<file path="config.mk">
export PLATFORM = sky130hd
export DESIGN_NAME = wts_weekly_switch_block
export DESIGN_NICKNAME = d
export VERILOG_FILES = /design/src/rtl/wts_pkg.sv /design/src/rtl/wts_channel.sv /design/src/rtl/wts_time_step.sv /design/src/rtl/wts_weekly_switch_block.sv
export VERILOG_INCLUDE_DIRS = /design/src /design/src/rtl
export SDC_FILE = /design/constraint.sdc
export NUM_CORES = 1
export LEC_CHECK = 0
export ABC_AREA = 0
export BUFFER_PORTS_ARGS = -buffer_cell sky130_fd_sc_hd__clkbuf_2
export CAP_MARGIN = 10
export CORE_MARGIN = 2
export CORE_UTILIZATION = 62
export CTS_CLUSTER_DIAMETER = 200
export CTS_CLUSTER_SIZE = 20
export DETAILED_ROUTE_END_ITERATION = 8
export GPL_ROUTABILITY_DRIVEN = 0
export PLACE_DENSITY = 0.94
export SYNTH_ARGS = -nofsm -noshare
export SYNTH_HDL_FRONTEND = slang
export SYNTH_HIERARCHICAL = 1
export SYNTH_SLANG_ARGS = --single-unit
</file>
<file path="constraint.sdc">
create_clock -name clk_i -period 5.45 [get_ports clk_i]
set_input_delay 0.2725 -clock clk_i [delete_from_list [all_inputs] [get_ports clk_i]]
set_output_delay 0.2725 -clock clk_i [all_outputs]
set_load 0.05 [all_outputs]
</file>
<file path="src/rtl/wts_params.svh">
// Constants for the weekly time switch block
// Functional notes
// - Four channels A to D per block, all driving one shared switch_output.
// - start_day is first day for switch-on; end_day is last day for switch-off.
// - On and off times are hour:minute 00:00 to 23:59, or unset.
// - Day codes are Monday to Sunday plus a no-day value.
// - Parameter-visibility flag per block, enabled after reset.
// - Multi-day range with off after on applies on and off time on every day inside it.
// - Off time earlier than on time means switch-off on a following day.
// - Friday to Monday, 16:00 on, 6:00 off holds output on all weekend.
// - First channel reaching its on time sets the output to one.
// - First channel reaching its off time clears output, whatever others do.
// - On and off at the same moment leaves the output at zero.
// - At power-up output is recomputed from all settings and current time.
// - On 00:00 Monday, off 00:00 Tuesday gives 24 hours on.
// - Without power the output stays open and no events take effect.
`ifndef WTS_PARAMS_SVH
`define WTS_PARAMS_SVH

`define WTS_NUM_CH 4
`define WTS_DAY_NONE 3'h0
`define WTS_DAY_MO 3'h1
`define WTS_DAY_SU 3'h7
`define WTS_HOUR_MAX 5'h17
`define WTS_MIN_MAX 6'h3B
`define WTS_WEEK_MINUTES 10080
`define WTS_SCAN_CNT_W 14
`define WTS_PARAM_VIS_RST 1'b1

`endif

</file>
<file path="src/rtl/wts_pkg.sv">
// Types shared by the weekly time switch modules
`default_nettype none
package wts_pkg;
    typedef logic [2:0] wts_day_t;
    typedef logic [4:0] wts_hour_t;
    typedef logic [5:0] wts_min_t;
    typedef enum logic [1:0] {
        WTS_ST_DOWN,
        WTS_ST_SCAN,
        WTS_ST_RUN
    } wts_state_t;
endpackage
`default_nettype wire

</file>
<file path="src/rtl/wts_channel.sv">
// One channel's day and time match against a given weekday and time
`default_nettype none
`include "wts_params.svh"
module wts_channel (
    input wire wts_pkg::wts_day_t day_i,
    input wire wts_pkg::wts_hour_t hour_i,
    input wire wts_pkg::wts_min_t min_i,
    input wire wts_pkg::wts_day_t start_day_i,
    input wire wts_pkg::wts_day_t end_day_i,
    input wire logic on_set_i,
    input wire wts_pkg::wts_hour_t on_hour_i,
    input wire wts_pkg::wts_min_t on_min_i,
    input wire logic off_set_i,
    input wire wts_pkg::wts_hour_t off_hour_i,
    input wire wts_pkg::wts_min_t off_min_i,
    output logic on_hit_o,
    output logic off_hit_o
);
    import wts_pkg::*;

    function automatic logic day_in(input wts_day_t d, input wts_day_t s, input wts_day_t e);
        day_in = (s <= e) ? (d >= s && d <= e) : (d >= s || d <= e);
    endfunction

    function automatic wts_day_t day_next(input wts_day_t d);
        day_next = (d == `WTS_DAY_SU) ? `WTS_DAY_MO : wts_day_t'(d + 3'h1);
    endfunction

    wire logic active = (start_day_i != `WTS_DAY_NONE);
    wire wts_day_t eff_end = (end_day_i == `WTS_DAY_NONE) ? start_day_i : end_day_i;
    wire logic on_ok = on_set_i && on_hour_i <= `WTS_HOUR_MAX && on_min_i <= `WTS_MIN_MAX;
    wire logic off_ok = off_set_i && off_hour_i <= `WTS_HOUR_MAX && off_min_i <= `WTS_MIN_MAX;
    // Off not after on: one continuous period, on at start day, off at end day, or the day after start for a one-day range
    wire logic overnight = on_ok && off_ok && {off_hour_i, off_min_i} <= {on_hour_i, on_min_i};
    wire wts_day_t off_last = (start_day_i == eff_end) ? day_next(start_day_i) : eff_end;
    wire logic in_range = day_in(day_i, start_day_i, eff_end);
    wire logic on_day = overnight ? (day_i == start_day_i) : in_range;
    wire logic off_day = overnight ? (day_i == off_last) : in_range;
    wire logic on_match = on_ok && hour_i == on_hour_i && min_i == on_min_i;
    wire logic off_match = off_ok && hour_i == off_hour_i && min_i == off_min_i;

    assign on_hit_o = active && on_day && on_match;
    assign off_hit_o = active && off_day && off_match;
endmodule // wts_channel
`default_nettype wire

</file>
<file path="src/rtl/wts_time_step.sv">
// Steps a weekday and time back by one minute, wrapping over the week
`default_nettype none
`include "wts_params.svh"
module wts_time_step (
    input wire wts_pkg::wts_day_t day_i,
    input wire wts_pkg::wts_hour_t hour_i,
    input wire wts_pkg::wts_min_t min_i,
    output logic [2:0] day_o,
    output logic [4:0] hour_o,
    output logic [5:0] min_o
);
    import wts_pkg::*;

    wire logic min_wrap = (min_i == 6'h00);
    wire logic hour_wrap = min_wrap && (hour_i == 5'h00);

    assign min_o = min_wrap ? `WTS_MIN_MAX : wts_min_t'(min_i - 6'h01);
    assign hour_o = !min_wrap ? hour_i : (hour_i == 5'h00) ? `WTS_HOUR_MAX : wts_hour_t'(hour_i - 5'h01);
    assign day_o = !hour_wrap ? day_i : (day_i == `WTS_DAY_MO) ? `WTS_DAY_SU : wts_day_t'(day_i - 3'h1);
endmodule // wts_time_step
`default_nettype wire

</file>
<file path="src/rtl/wts_weekly_switch_block.sv">
// Weekly time switch: four channels, power-up recompute, one switching output
`default_nettype none
`include "wts_params.svh"
module wts_weekly_switch_block #(
    parameter int SCAN_LEN = `WTS_WEEK_MINUTES
) (
    input wire logic clk_i,
    input wire logic rst_b_i,
    input wire logic power_ok_i,
    input wire logic tick_i,
    input wire wts_pkg::wts_day_t rtc_day_i,
    input wire wts_pkg::wts_hour_t rtc_hour_i,
    input wire wts_pkg::wts_min_t rtc_min_i,
    input wire wts_pkg::wts_day_t [3:0] start_day_i,
    input wire wts_pkg::wts_day_t [3:0] end_day_i,
    input wire logic [3:0] on_set_i,
    input wire wts_pkg::wts_hour_t [3:0] on_hour_i,
    input wire wts_pkg::wts_min_t [3:0] on_min_i,
    input wire logic [3:0] off_set_i,
    input wire wts_pkg::wts_hour_t [3:0] off_hour_i,
    input wire wts_pkg::wts_min_t [3:0] off_min_i,
    input wire logic param_vis_we_i,
    input wire logic param_vis_i,
    output logic switch_output_o,
    output logic param_vis_o,
    output logic scan_busy_o,
    output logic [3:0] ch_on_o,
    output logic [3:0] ch_off_o,
    output logic [1:0] last_ch_o
);
    import wts_pkg::*;

    // Power pin is asynchronous to clk_i
    logic pwr_meta_r;
    logic pwr_sync_r;

    wts_state_t state_r;
    wts_state_t state_nxt;

    logic out_r;
    logic out_nxt;
    logic vis_r;
    logic [3:0] ch_on_r;
    logic [3:0] ch_on_nxt;
    logic [3:0] ch_off_r;
    logic [3:0] ch_off_nxt;
    logic [1:0] last_ch_r;
    logic [1:0] last_ch_nxt;

    // Last minute evaluated live, so each minute fires once
    wts_day_t last_day_r;
    wts_hour_t last_hour_r;
    wts_min_t last_min_r;

    // Probe time walking backward during the power-up scan
    wts_day_t probe_day_r;
    wts_hour_t probe_hour_r;
    wts_min_t probe_min_r;
    logic [`WTS_SCAN_CNT_W-1:0] scan_cnt_r;

    wire logic scanning = (state_r == WTS_ST_SCAN);
    wire logic powered = pwr_sync_r;

    // Evaluation time: the live clock, or the probe while scanning
    wire wts_day_t eval_day = scanning ? probe_day_r : rtc_day_i;
    wire wts_hour_t eval_hour = scanning ? probe_hour_r : rtc_hour_i;
    wire wts_min_t eval_min = scanning ? probe_min_r : rtc_min_i;

    wire logic [3:0] on_hit;
    wire logic [3:0] off_hit;

    // One matcher per channel, all fed the same evaluation time
    genvar g;
    generate
        for (g = 0; g < `WTS_NUM_CH; g = g + 1) begin : g_ch
            wts_channel u_ch (
                .day_i(eval_day),
                .hour_i(eval_hour),
                .min_i(eval_min),
                .start_day_i(start_day_i[g]),
                .end_day_i(end_day_i[g]),
                .on_set_i(on_set_i[g]),
                .on_hour_i(on_hour_i[g]),
                .on_min_i(on_min_i[g]),
                .off_set_i(off_set_i[g]),
                .off_hour_i(off_hour_i[g]),
                .off_min_i(off_min_i[g]),
                .on_hit_o(on_hit[g]),
                .off_hit_o(off_hit[g])
            );
        end
    endgenerate

    // Any channel may switch; off beats on further down
    wire logic any_on = |on_hit;
    wire logic any_off = |off_hit;

    wire logic [2:0] prev_day;
    wire logic [4:0] prev_hour;
    wire logic [5:0] prev_min;

    // One minute earlier than the probe, for the backward scan
    wts_time_step u_step (
        .day_i(probe_day_r),
        .hour_i(probe_hour_r),
        .min_i(probe_min_r),
        .day_o(prev_day),
        .hour_o(prev_hour),
        .min_o(prev_min)
    );

    // Lowest channel number with a hit, for the status output
    function automatic logic [1:0] first_ch(input logic [3:0] v);
        if (v[0]) begin
            first_ch = 2'h0;
        end else if (v[1]) begin
            first_ch = 2'h1;
        end else if (v[2]) begin
            first_ch = 2'h2;
        end else begin
            first_ch = 2'h3;
        end
    endfunction

    // A new minute reached on a processing cycle
    wire logic running = (state_r == WTS_ST_RUN);
    wire logic day_moved = (rtc_day_i != last_day_r);
    wire logic hour_moved = (rtc_hour_i != last_hour_r);
    wire logic min_moved = (rtc_min_i != last_min_r);
    wire logic new_minute = tick_i && (day_moved || hour_moved || min_moved);
    wire logic live_eval = running && powered && new_minute;

    // Probe count bounds the scan; a week of minutes fits the counter
    localparam logic [`WTS_SCAN_CNT_W-1:0] SCAN_LAST = `WTS_SCAN_CNT_W'(SCAN_LEN - 1);
    wire logic scan_last = (scan_cnt_r == SCAN_LAST);
    wire logic scan_found = any_on || any_off;
    wire logic scan_done = scanning && (scan_found || scan_last || !powered);

    // While down, probe and last-seen minute follow the live clock
    wire logic track_live = (state_r == WTS_ST_DOWN);
    wire logic probe_step = scanning && !scan_done;

    always_comb begin
        state_nxt = state_r;
        out_nxt = out_r;
        ch_on_nxt = 4'h0;
        ch_off_nxt = 4'h0;
        last_ch_nxt = last_ch_r;
        case (state_r)
            WTS_ST_DOWN: begin
                // Contact stays open until the recompute has decided
                out_nxt = 1'b0;
                if (powered) begin
                    state_nxt = WTS_ST_SCAN;
                end
            end
            WTS_ST_SCAN: begin
                if (!powered) begin
                    state_nxt = WTS_ST_DOWN;
                    out_nxt = 1'b0;
                end else if (any_off) begin
                    // Most recent event was a switch-off; outage does not revive the output
                    state_nxt = WTS_ST_RUN;
                    out_nxt = 1'b0;
                    last_ch_nxt = first_ch(off_hit);
                end else if (any_on) begin
                    state_nxt = WTS_ST_RUN;
                    out_nxt = 1'b1;
                    last_ch_nxt = first_ch(on_hit);
                end else if (scan_last) begin
                    // A whole week holds no event: nothing ever switches on
                    state_nxt = WTS_ST_RUN;
                    out_nxt = 1'b0;
                end
            end
            WTS_ST_RUN: begin
                if (!powered) begin
                    state_nxt = WTS_ST_DOWN;
                    out_nxt = 1'b0;
                end else if (live_eval) begin
                    ch_on_nxt = on_hit;
                    ch_off_nxt = off_hit;
                    if (any_off) begin
                        out_nxt = 1'b0;
                        last_ch_nxt = first_ch(off_hit);
                    end else if (any_on) begin
                        out_nxt = 1'b1;
                        last_ch_nxt = first_ch(on_hit);
                    end
                end
            end
            default: begin
                state_nxt = WTS_ST_DOWN;
                out_nxt = 1'b0;
            end
        endcase
    end

    // Only the second flop is read, so a late edge costs a cycle, not a glitch
    always_ff @(posedge clk_i) begin
        pwr_meta_r <= power_ok_i;
        pwr_sync_r <= pwr_meta_r;
        if (!rst_b_i) begin
            pwr_meta_r <= 1'b0;
            pwr_sync_r <= 1'b0;
        end
    end

    always_ff @(posedge clk_i) begin
        if (!rst_b_i) begin
            state_r <= WTS_ST_DOWN;
        end else begin
            state_r <= state_nxt;
        end
    end

    always_ff @(posedge clk_i) begin
        if (!rst_b_i) begin
            out_r <= 1'b0;
        end else begin
            out_r <= out_nxt;
        end
    end

    // Status is for display only; switching never reads it back
    always_ff @(posedge clk_i) begin
        if (!rst_b_i) begin
            ch_on_r <= 4'h0;
            ch_off_r <= 4'h0;
            last_ch_r <= 2'h0;
        end else begin
            ch_on_r <= ch_on_nxt;
            ch_off_r <= ch_off_nxt;
            last_ch_r <= last_ch_nxt;
        end
    end

    // Scan starts at the current minute, so an event due now counts
    always_ff @(posedge clk_i) begin
        if (!rst_b_i) begin
            probe_day_r <= `WTS_DAY_MO;
            probe_hour_r <= 5'h00;
            probe_min_r <= 6'h00;
        end else if (track_live) begin
            probe_day_r <= rtc_day_i;
            probe_hour_r <= rtc_hour_i;
            probe_min_r <= rtc_min_i;
        end else if (probe_step) begin
            probe_day_r <= prev_day;
            probe_hour_r <= prev_hour;
            probe_min_r <= prev_min;
        end
    end

    // Without this limit a week holding no event would scan forever
    always_ff @(posedge clk_i) begin
        if (!rst_b_i) begin
            scan_cnt_r <= '0;
        end else if (track_live) begin
            scan_cnt_r <= '0;
        end else if (probe_step) begin
            scan_cnt_r <= `WTS_SCAN_CNT_W'(scan_cnt_r + 1'b1);
        end
    end

    // Minute the scan started from is treated as already evaluated
    always_ff @(posedge clk_i) begin
        if (!rst_b_i) begin
            last_day_r <= `WTS_DAY_NONE;
            last_hour_r <= 5'h00;
            last_min_r <= 6'h00;
        end else if (track_live) begin
            last_day_r <= rtc_day_i;
            last_hour_r <= rtc_hour_i;
            last_min_r <= rtc_min_i;
        end else if (live_eval) begin
            last_day_r <= rtc_day_i;
            last_hour_r <= rtc_hour_i;
            last_min_r <= rtc_min_i;
        end
    end

    // Display flag only; the switching logic never looks at it
    always_ff @(posedge clk_i) begin
        if (!rst_b_i) begin
            vis_r <= `WTS_PARAM_VIS_RST;
        end else if (param_vis_we_i) begin
            vis_r <= param_vis_i;
        end
    end

    // Gated by the synced power level too, so the contact opens at once
    assign switch_output_o = out_r && powered;
    assign param_vis_o = vis_r;
    assign scan_busy_o = scanning;
    assign ch_on_o = ch_on_r;
    assign ch_off_o = ch_off_r;
    assign last_ch_o = last_ch_r;
endmodule // wts_weekly_switch_block
`default_nettype wire

</file>
==> results of run 1 <==
[kinds of logic after synthesis]
group | count (synthesis)
AO/OA/AOI/OAI | 171
XOR/XNOR | 136
adder cells (fa/ha/maj) | 88
buffers and inverters | 116
flip-flops | 58
multiplexers | 53
AND/OR/NAND/NOR | 315
[critical path, cell delays in order, from the launching register on]
cell and delay [ns]:
dfxtp_1 0.36, inv_1 0.07, ha_1 0.21, mux2_2 0.39, inv_1 0.11, ha_1 0.32
o41ai_1 0.35, a22oi_1 0.15, a211oi_1 0.23, a211o_1 0.18, a21oi_1 0.15, nor4_4 0.38
nand4_4 0.32, nor2_4 0.61, mux2i_1 0.31, a21oi_1 0.12
[layout make-up]
| cell class | count | area, um^2 |
|---|---|---|
| Timing Repair Buffer | 153 | 768 |
| Inverter | 85 | 319 |
| Clock buffer | 11 | 253 |
| Clock inverter | 5 | 52.6 |
| Tap cell | 147 | 184 |
| Fill cell | 865 | 3330 |
| Multi-Input combinational cell | 763 | 5890 |
| Sequential cell | 58 | 1160 |
[power by group through the flow]
stage | clock (mW) | combinational, mW | sequential [mW]
after floorplan | 0 | 0.420 | 0.467
after global placement | 0 | 0.575 | 0.469
after detailed placement | 0 | 0.598 | 0.470
after CTS | 0.569 | 0.603 | 0.462
after global routing | 0.591 | 0.666 | 0.465
final | 0.569 | 0.615 | 0.463
[per-layer routing]
metal / part of all wire / global-route usage
met2: 0.48 / 0.576
met4: 0.044 / 0.176
met1: 0.38 / 0.395
met3: 0.094 / 0.0524
met5: 0 / 0
[per-stage QoR]
stage / power (mW) / utilization / area, um^2
CTS: 1.63 / 0.721 / 8630
detailed placement: 1.07 / 0.696 / 8320
finish: 1.65 / 0.721 / 8630
floorplan: 0.887 / - / 7560
global placement: 1.04 / 0.696 / 8320
global route: 1.72 / 0.721 / 8630
[how the worst max path moves through the flow]
stage                                   to  slack [ns]  cells past startpoint
3_3_place_gp   probe_day_r[0]$_SDFFE_PN1P_        1.36                     15
3_5_place_dp   probe_day_r[0]$_SDFFE_PN1P_        1.11                     15
6_report       probe_day_r[2]$_SDFFE_PN0P_        1.01                     15
2_1_floorplan  probe_min_r[2]$_SDFFE_PN0P_        1.33                     17
4_1_cts        probe_day_r[2]$_SDFFE_PN0P_        1.06                     15
5_1_grt        probe_day_r[2]$_SDFFE_PN0P_        0.79                     15
[sequential cells by signal (all words and copies together) (netlist names)]
register	cells
probe_day_r	3
last_hour_r	5
probe_hour_r	5
last_day_r	3
ch_off_o	4
probe_min_r	6
last_ch_o	2
param_vis_o	1
pwr_meta_r	1
scan_cnt_r	14
state_r	2
out_r	1
powered	1
ch_on_o	4
last_min_r	6
[cell usage in the layout, fill, tap and decap left out, drive strengths merged, types with 14 or more instances in the layout]
| master | netlist | layout |
|---|---|---|
| clkbuf | 14 | 163 |
| xnor2 | 126 | 126 |
| nand2 | 89 | 89 |
| inv | 85 | 85 |
| ha | 84 | 84 |
| dfxtp | 58 | 58 |
| nand4 | 57 | 57 |
| a21oi | 55 | 55 |
| nor2 | 41 | 41 |
| mux2i | 36 | 36 |
| o21ai | 23 | 23 |
| nor4 | 23 | 23 |
| mux2 | 17 | 17 |
| nand3 | 17 | 17 |
| a21o | 14 | 14 |
==> flow_summary_export.csv, run 1 <==
group,metric,value,unit
power,p_leak,3.68,nW
place,dp_cells,1206,
die,dieArea,13100,um^2
power,swShare,0.341,
critical_path,arrival,4.60,ns
layout,antennaDiodeCount,0,
logic_synthesis,synth_common_cells,"126 x xnor2_1, 89 x nand2_1, 84 x ha_1, 84 x inv_1, 58 x dfxtp_1",
logic_synthesis,synth-simple-area-share,0.245,
job,maxCapViolCount,0,
logic_synthesis,synthAdderAreaFrac,0.144,
logic_synthesis,synth_edf_count,0,
routing,ant_nets,0,
power,p_int,1.09,mW
sta,max_freq,225,MHz
min_path,hp-class,"in2reg",
sta,worst_slew_pin_slew,1.02,ns
critical_path,reg2reg_depth,15,
min_path,min_delay_path_depth,3,
place,numPortBuffers,152,
sta,min_period,4.44,ns
place,dp_hpwl,17.4,mm
logic_synthesis,syn_inst,937,
sta,final.period_utilization,0.815,
layout,final-instance-count-excl-fill,1222,
critical_path,worst-path-max-fanout,18,
min_path,hold_path_end,"param_vis_o$_SDFFE_PN1P_",
global_route,grt_max_degree,58,
logic_synthesis,synth-xor-area-share,0.161,
global_route,grt_pass1_vias,7477,
logic_synthesis,synth_compound_area_frac,0.155,
sta,grt_setup_unrepaired,"no",
power,p_switching,0.562,mW
logic_synthesis,yosysSeqAreaShare,0.154,
critical_path,r2r_start,"state_r[1]$_SDFFE_PN0P_",
global_route,grt_first_pass_wirelength,35.0,mm
clock_tree,clockBufferDepth,2,
logic_synthesis,ys.flop_type,"dfxtp_1",
sta,report.final.setup_viol,0,
clock_tree,clock_sink_count,58,
logic_synthesis,synth-seq-cells,58,
logic_synthesis,yosys-mux-area-fraction,0.0730,
critical_path,crit_type,"reg2reg",
logic_synthesis,synth.area.top_cells,"dfxtp_1 15%, xnor2_1 15%, ha_1 14%, mux2i_1 4.8%, nand4_1 4.6%",
power,power_frac_comb,0.374,
power,p_seq_frac,0.281,
sta,fin_ws,1.01,ns
logic_synthesis,synth_cell_types,87,
die,rows,40,
sta,hold_violations,0,
die,die_h,114,um
logic_synthesis,synth_top_family_by_area,"simple AND/OR/NAND/NOR gates",
layout,fin_nets,1294,
clock_tree,clkLatencyLatePin,0.33,ns
clock_tree,path_clk_slew,0.05,ns
layout,drive_above_1_share,0.209,
logic_synthesis,synth_area,7560,um^2
routing,drc,0,
routing,routedWlPerCell,18.3,um
critical_path,critical_path.startpoint_type,"flop",
power,p_clk_frac,0.345,
min_path,hold_start,"param_vis_i",
die,start_util,0.632,
layout,area_growth,14.1,%
logic_synthesis,syn_avg_cell_area,8.07,um^2
clock_tree,cts_resized,0,
global_route,overflow,0,
critical_path,worst_setup_path_end_kind,"flop",
routing,vias,7876,
sta,slew_headroom,0.319,
global_route,grt_antenna_before_repair,0,
die,die-width,114,um
routing,via_per_inst,6.45,
place,preCtsSetupSlack,1.11,ns
die,num_io_pins,153,
die,core,12000,um^2
sta,final-max-slew-violation-count,0,
clock_tree,cts_buffers,9,
critical_path,crit_required,5.61,ns
logic_synthesis,synth_top_cell_area_share,0.154,
clock_tree,cts_tree,"done",
logic_synthesis,synth_most_common_cell,"xnor2_1",
logic_synthesis,synth_top_cell_by_area,"dfxtp_1",
critical_path,crit_path_start,"state_r[1]$_SDFFE_PN0P_",
routing,first_pass_iters,5,
global_route,grt_util_all_layers,0.333,
power,peakVddDrop,0.126,mV
run_status,status,"finished clean",
sta,hold_ws,0.156,ns
critical_path,timing.rr.end,"probe_day_r[2]$_SDFFE_PN0P_",
sta,setup-tns-final,0,ns
clock_tree,root_buffer,"clkbuf_16",
routing,drtIter0Drc,690,
critical_path,regToRegSetupSlack,1.01,ns
logic_synthesis,synth_nets,1161,
logic_synthesis,async_reset_ff_frac,0,
power,cellPowerDensity,191,nW/um^2
clock_tree,cts_hold_buf,0,
logic_synthesis,ys_warn_count,6,
routing,wl,22.4,mm
sta,skew,0.00713,ns
clock_tree,h-tree-depth,3,
clock_tree,post-cts-setup-buffers,0,
No activity file was read; power rests on OpenSTA's default activity.
==> inputs of run 2 (changes only) <==
- CORE_UTILIZATION: 62 -> 52
- PLACE_DENSITY: 0.94 -> 0.84
- clock period: 5.45 -> 3.6 ns (I/O delays scaled with it)
==> run 2 against run 1 <==
Net effect:
- clock power grew 38%
- non-clock buffer count grew 41
- cell count grew 6.4%
- the run now ends with setup timing left
- via count shrank 2.8%
- fmax grew 22%
- flip-flop and latch count is the same
- sequential share of layout area shrank 0.77 points
- first-iteration DRC count shrank 5.4%
- worst hold slack lost 0.089 ns
- sequential power grew 51%
- clock skew grew 0.00078 ns
- combinational power grew 57%
==> flow_summary_export.csv, run 2 (synthesis results as in run 1) <==
group,metric,value,unit
place,numPortBuffers,152,
clock_tree,cts_tree,"done",
die,die_h,125,um
place,preCtsSetupSlack,-0.0127,ns
sta,skew,0.00791,ns
routing,routedWlPerCell,16.8,um
sta,hold_ws,0.0669,ns
die,die-width,125,um
critical_path,crit_chain,"ha_4 > buf_4 > mux2_2 > buf_4 > ha_1 > a21oi_1 > a211o_1 > o32ai_4 > nor4_4 > nand4_4 > nor2_4 > clkbuf_16 > mux2i_1 > a31oi_1",
critical_path,arrival,3.83,ns
routing,ant_nets,0,
layout,antennaDiodeCount,0,
global_route,overflow,0,
critical_path,worst-path-max-fanout,9,
run_status,violations,"setup timing",
sta,final-max-slew-violation-count,0,
die,start_util,0.526,
clock_tree,clock_sink_count,58,
sta,grt_setup_unrepaired,"yes",
sta,max_freq,275,MHz
critical_path,crit_path_start,"state_r[0]$_SDFFE_PN0P_",
critical_path,reg2reg_depth,14,
layout,largest_reg_flops,14,
sta,hold_violations,0,
clock_tree,root_buffer,"clkbuf_16",
critical_path,crit_slowest_cell,"mux2_2",
power,cellPowerDensity,267,nW/um^2
routing,wl,21.9,mm
die,dieArea,15500,um^2
job,maxCapViolCount,0,
global_route,grt_first_pass_wirelength,35.2,mm
global_route,grt_util_all_layers,0.271,
layout,top_register,"scan_cnt_r",
routing,vias,7657,
die,rows,44,
sta,report.final.setup_viol,1,
clock_tree,cts_buffers,9,
power,peakVddDrop,0.217,mV
sta,slew_headroom,0.0673,
sta,final.period_utilization,1.01,
layout,mostFrequentLayoutCells,"152 x clkbuf_2, 126 x xnor2_1, 89 x nand2_1, 81 x ha_1, 79 x inv_1",
critical_path,regToRegSetupSlack,-0.04,ns
global_route,grt_pass1_vias,7393,
routing,drc,0,
layout,layout_commonest_cell,"clkbuf_2",
critical_path,cp_common_cell,"buf_4",
min_path,hold_start,"power_ok_i",
routing,first_pass_iters,5,
layout,drive_above_1_share,0.258,
layout,top_regs,"scan_cnt_r: 14 flops, last_min_r: 6 flops, probe_min_r: 6 flops",
routing,via_per_inst,5.89,
min_path,hp-class,"in2reg",
clock_tree,clkLatencyLatePin,0.33,ns
critical_path,crit_required,3.79,ns
min_path,min_delay_path_depth,2,
critical_path,crit_type,"reg2reg",
layout,fillCellCount,1160,
sta,fin_ws,-0.0394,ns
critical_path,r2r_start,"state_r[0]$_SDFFE_PN0P_",
sta,min_period,3.64,ns
run_status,status,"finished, violations left",
die,core,14400,um^2
layout,area_growth,21.3,%
die,num_io_pins,153,
critical_path,worst_setup_path_end_kind,"flop",
critical_path,slowest_delay,0.43,ns
clock_tree,h-tree-depth,3,
clock_tree,path_clk_slew,0.06,ns
global_route,grt_antenna_before_repair,0,
power,p_leak,3.89,nW
critical_path,critical_path.startpoint_type,"flop",
global_route,grt_max_degree,36,
sta,worst_slew_pin_slew,1.39,ns
min_path,hold_path_end,"pwr_meta_r$_SDFF_PN0_",
place,dp_hpwl,17.2,mm
layout,fin_util,0.638,
critical_path,timing.rr.end,"probe_day_r[0]$_SDFFE_PN1P_",
clock_tree,clockBufferDepth,2,
layout,fin_nets,1335,
routing,drtIter0Drc,653,
power,p_total,2.45,mW
[run 2: how the worst max path moves through the flow]
stage                             endpoint  slack [ns]  cells after the start
2_1_floorplan  probe_min_r[2]$_SDFFE_PN0P_       -0.04                     17
3_3_place_gp   scan_cnt_r[13]$_SDFFE_PP0P_        0.06                     16
3_5_place_dp   scan_cnt_r[13]$_SDFFE_PP0P_       -0.01                     16
4_1_cts        scan_cnt_r[13]$_SDFFE_PP0P_       -0.04                     15
5_1_grt        probe_day_r[0]$_SDFFE_PN1P_       -0.17                     15
6_report       probe_day_r[0]$_SDFFE_PN1P_       -0.04                     14
[run 2: per-stage QoR]
step / setup TNS, ns / cells / area (um^2)
detailed placement: -0.0127 / 1275 / 8690
global route: -1.77 / 1300 / 9170
finish: -0.0394 / 1300 / 9170
CTS: -0.0351 / 1291 / 8980
global placement: 0 / 1275 / 8690
floorplan: -0.215 / 937 / 7640
[run 2: repair_timing]
item                       in CTS  in global routing
hold endpoints to repair        0                  0
buffers inserted                0                  8
setup endpoints to repair       2                 33
resized for setup               2                 17
hold buffers                    0                  0
cloned                          0                  1
pin swaps                       0                 33
[run 2: report_power, final]
part | switching (mW) | internal (mW) | total [mW]
Clock | 0.306 | 0.480 | 0.786
Sequential | 0.0303 | 0.669 | 0.700
Combinational | 0.529 | 0.438 | 0.966
Total | 0.865 | 1.59 | 2.45
[run 2: layout make-up]
type	count	area, um^2	share of cell area
clock inverter	5	30.0	0.00327
sequential	58	1160	0.127
timing repair buffer	194	1110	0.121
tap	184	230	0.0251
inverter	85	324	0.0353
clock buffer	11	243	0.0265
multi-input combinational	763	6070	0.662
[run 2: worst max-delay path: cells and delay by family, from the launching register on]
family          cells  cell delay [ns]
buf+inv             3             0.53
compound gates      4             0.62
mux                 2             0.64
flops               1             0.39
fa+ha+maj           2             0.49
simple gates        3             0.82
[run 2: layer usage]
| metal | vias up | wire length, um | global-route usage |
|---|---|---|---|
| li1 | 3726 | - | - |
| met1 | 3563 | 9330 | 0.348 |
| met5 | - | 0 | 0 |
| met2 | 324 | 10500 | 0.462 |
| met3 | 44 | 1510 | 0.0528 |
| met4 | 0 | 538 | 0.0773 |
==> inputs of run 3 (changes only) <==
- BUFFER_PORTS_ARGS: -buffer_cell sky130_fd_sc_hd__clkbuf_2 -> -buffer_cell sky130_fd_sc_hd__buf_2
==> run 3 against run 2 <==
Net effect:
- the flow still finishes with violations (setup timing)
- sequential power about the same
- power increased by 5.5%
- via count increased by 0.57%
- routed wire length increased by 4.6%
- flip-flop and latch count unchanged
- register-to-register slack worse by 0.05 ns
- non-clock buffer count rose by 4
- critical path depth is 3 higher
- die area is the same
- setup slack got worse by 0.050 ns
- first-iteration DRC count up 20%
- critical path type unchanged
- critical endpoint is now probe_min_r[3]$_SDFFE_PN0P_
- highest routed layer unchanged
==> flow_summary_export.csv, run 3 (synthesis results as in run 1) <==
group,metric,value,unit
run_status,status,"finished, violations left",
run_status,violations,"setup timing",
power,swShare,0.342,
sta,slew_headroom,0.0870,
layout,antennaDiodeCount,0,
layout,fin_nets,1339,
die,start_util,0.526,
die,die_h,125,um
critical_path,arrival,3.89,ns
routing,ant_nets,0,
layout,largest_reg_flops,14,
layout,top_register,"scan_cnt_r",
clock_tree,h-tree-depth,3,
sta,final-max-slew-violation-count,0,
job,maxCapViolCount,0,
sta,fin_ws,-0.0893,ns
layout,mostFrequentLayoutCells,"152 x buf_2, 125 x xnor2_1, 89 x nand2_1, 79 x inv_1, 79 x ha_1",
power,p_seq_frac,0.271,
clock_tree,root_buffer,"clkbuf_16",
place,numPortBuffers,152,
layout,fillCellCount,1154,
global_route,grt_max_degree,43,
power,cellPowerDensity,275,nW/um^2
sta,report.final.setup_viol,23,
routing,via_per_inst,5.91,
power,p_clk_frac,0.336,
global_route,grt_pass1_vias,7525,
layout,layout_commonest_cell,"buf_2",
critical_path,path_delay_family,"compound AO/OA/AOI/OAI gates",
min_path,hp-class,"in2reg",
layout,drive_above_1_share,0.278,
routing,wl,22.9,mm
sta,min_period,3.69,ns
power,power_frac_comb,0.393,
global_route,grt_util_all_layers,0.281,
power,p_leak,3.93,nW
critical_path,crit_required,3.80,ns
sta,setup-tns-final,-1.20,ns
critical_path,critical_path.startpoint_type,"flop",
die,rows,44,
sta,grt_setup_unrepaired,"yes",
critical_path,crit_slowest_cell,"dfxtp_4",
clock_tree,clockBufferDepth,2,
clock_tree,cts_buffers,9,
power,p_int,1.70,mW
routing,routedWlPerCell,17.5,um
global_route,grt_first_pass_wirelength,36.3,mm
clock_tree,cts_hold_buf,0,
critical_path,worst-path-max-fanout,8,
clock_tree,clkLatencyLatePin,0.33,ns
critical_path,crit_chain,"inv_4 > ha_4 > mux2_4 > buf_6 > inv_2 > ha_4 > o41ai_2 > a22o_1 > a211o_1 > a211o_1 > a21oi_4 > nor4_4 > nand4_4 > nor2_4 > buf_12 > mux2i_4 > a21oi_2",
clock_tree,clock_sink_count,58,
critical_path,worst_setup_path_end_kind,"flop",
die,num_io_pins,153,
die,core,14400,um^2
place,preCtsSetupSlack,-0.0623,ns
layout,area_growth,24.3,%
layout,fin_util,0.654,
clock_tree,path_clk_slew,0.05,ns
routing,drtIter0Drc,782,
critical_path,slowest_delay,0.37,ns
critical_path,critPathBufInv,4,
global_route,grt_antenna_before_repair,0,
place,dp_hpwl,17.2,mm
routing,drc,0,
sta,hold_violations,0,
routing,first_pass_iters,7,
power,peakVddDrop,0.232,mV
global_route,overflow,0,
layout,top_regs,"scan_cnt_r: 14 flops, last_min_r: 6 flops, probe_min_r: 6 flops",
sta,final.period_utilization,1.02,
critical_path,crit_type,"reg2reg",
routing,vias,7701,
die,die-width,125,um
die,dieArea,15500,um^2
sta,worst_slew_pin_slew,1.36,ns
clock_tree,cts_tree,"done",
power,p_switching,0.886,mW
sta,skew,0.00720,ns
sta,max_freq,271,MHz
==> run 3: changes by cell type in the layout (fill, tap and decap cells not counted), moves of 3 or more <==
cell,before,now
clkbuf_2,152,0
buf_2,0,152
buf_6,2,5
a21oi_1,51,43
a21oi_2,4,11
==> run 3: final timing paths <==
check,end,start,cells past startpoint,slack [ns]
max,probe_min_r[3]$_SDFFE_PN0P_,state_r[1]$_SDFFE_PN0P_,17,-0.09
min,pwr_meta_r$_SDFF_PN0_,power_ok_i,2,0.06
max reg2reg,probe_min_r[3]$_SDFFE_PN0P_,state_r[1]$_SDFFE_PN0P_,17,-0.09
min reg2reg,powered$_SDFF_PN0_,pwr_meta_r$_SDFF_PN0_,1,0.43
==> run 3: per-stage QoR <==
stage / area [um^2] / power (mW) / cells / hold slack (ns)
CTS: 9100 / 2.53 / 1294 / 0.0532
global placement: 8690 / 1.61 / 1273 / 0.392
global route: 9400 / 2.72 / 1304 / 0.0618
floorplan: 7640 / 1.36 / 937 / 0.307
finish: 9400 / 2.59 / 1304 / 0.0599
detailed placement: 8690 / 1.64 / 1273 / 0.395
==> run 3: layer usage <==
layer  up-vias  global-route usage  routed length (um)
met4         0              0.0879                 801
met3        62              0.0558                1740
met2       350               0.479               10800
li1       3734                   -                   -
met1      3555               0.356                9560
met5         -                   0                   0
==> run 3: worst reg2reg max path: stages (launching register included) <==
cell	delay, ns
dfxtp_4	0.37
inv_4	0.04
ha_4	0.16
mux2_4	0.34
buf_6	0.15
inv_2	0.10
ha_4	0.22
o41ai_2	0.26
a22o_1	0.20
a211o_1	0.14
a211o_1	0.20
a21oi_4	0.09
nor4_4	0.37
nand4_4	0.20
nor2_4	0.23
buf_12	0.18
mux2i_4	0.25
a21oi_2	0.08
==> run 3: power groups by stage <==
stage	logic (mW)	registers, mW	clock network [mW]
2_1_floorplan	0.650	0.707	0
3_3_place_gp	0.903	0.710	0
3_5_place_dp	0.930	0.712	0
4_1_cts	0.950	0.699	0.880
5_1_grt	1.11	0.704	0.907
6_report	1.02	0.701	0.870
==> run 3: area by class of cell <==
cell class / instances / area [um^2] / area share
multi-input combinational: 763 / 6200 / 0.660
timing repair buffer: 198 / 1170 / 0.124
sequential: 58 / 1170 / 0.124
inverter: 85 / 327 / 0.0347
clock buffer: 12 / 256 / 0.0273
tap: 184 / 230 / 0.0245
clock inverter: 4 / 50.0 / 0.00532
==> run 3: what timing repair did <==
item                                    CTS  global route
endpoints found under the setup margin   13            33
hold endpoints to repair                  0             0
gates resized for setup                   8            43
pin swaps                                 4            31
gates cloned                              1             0
setup buffers                             4            11
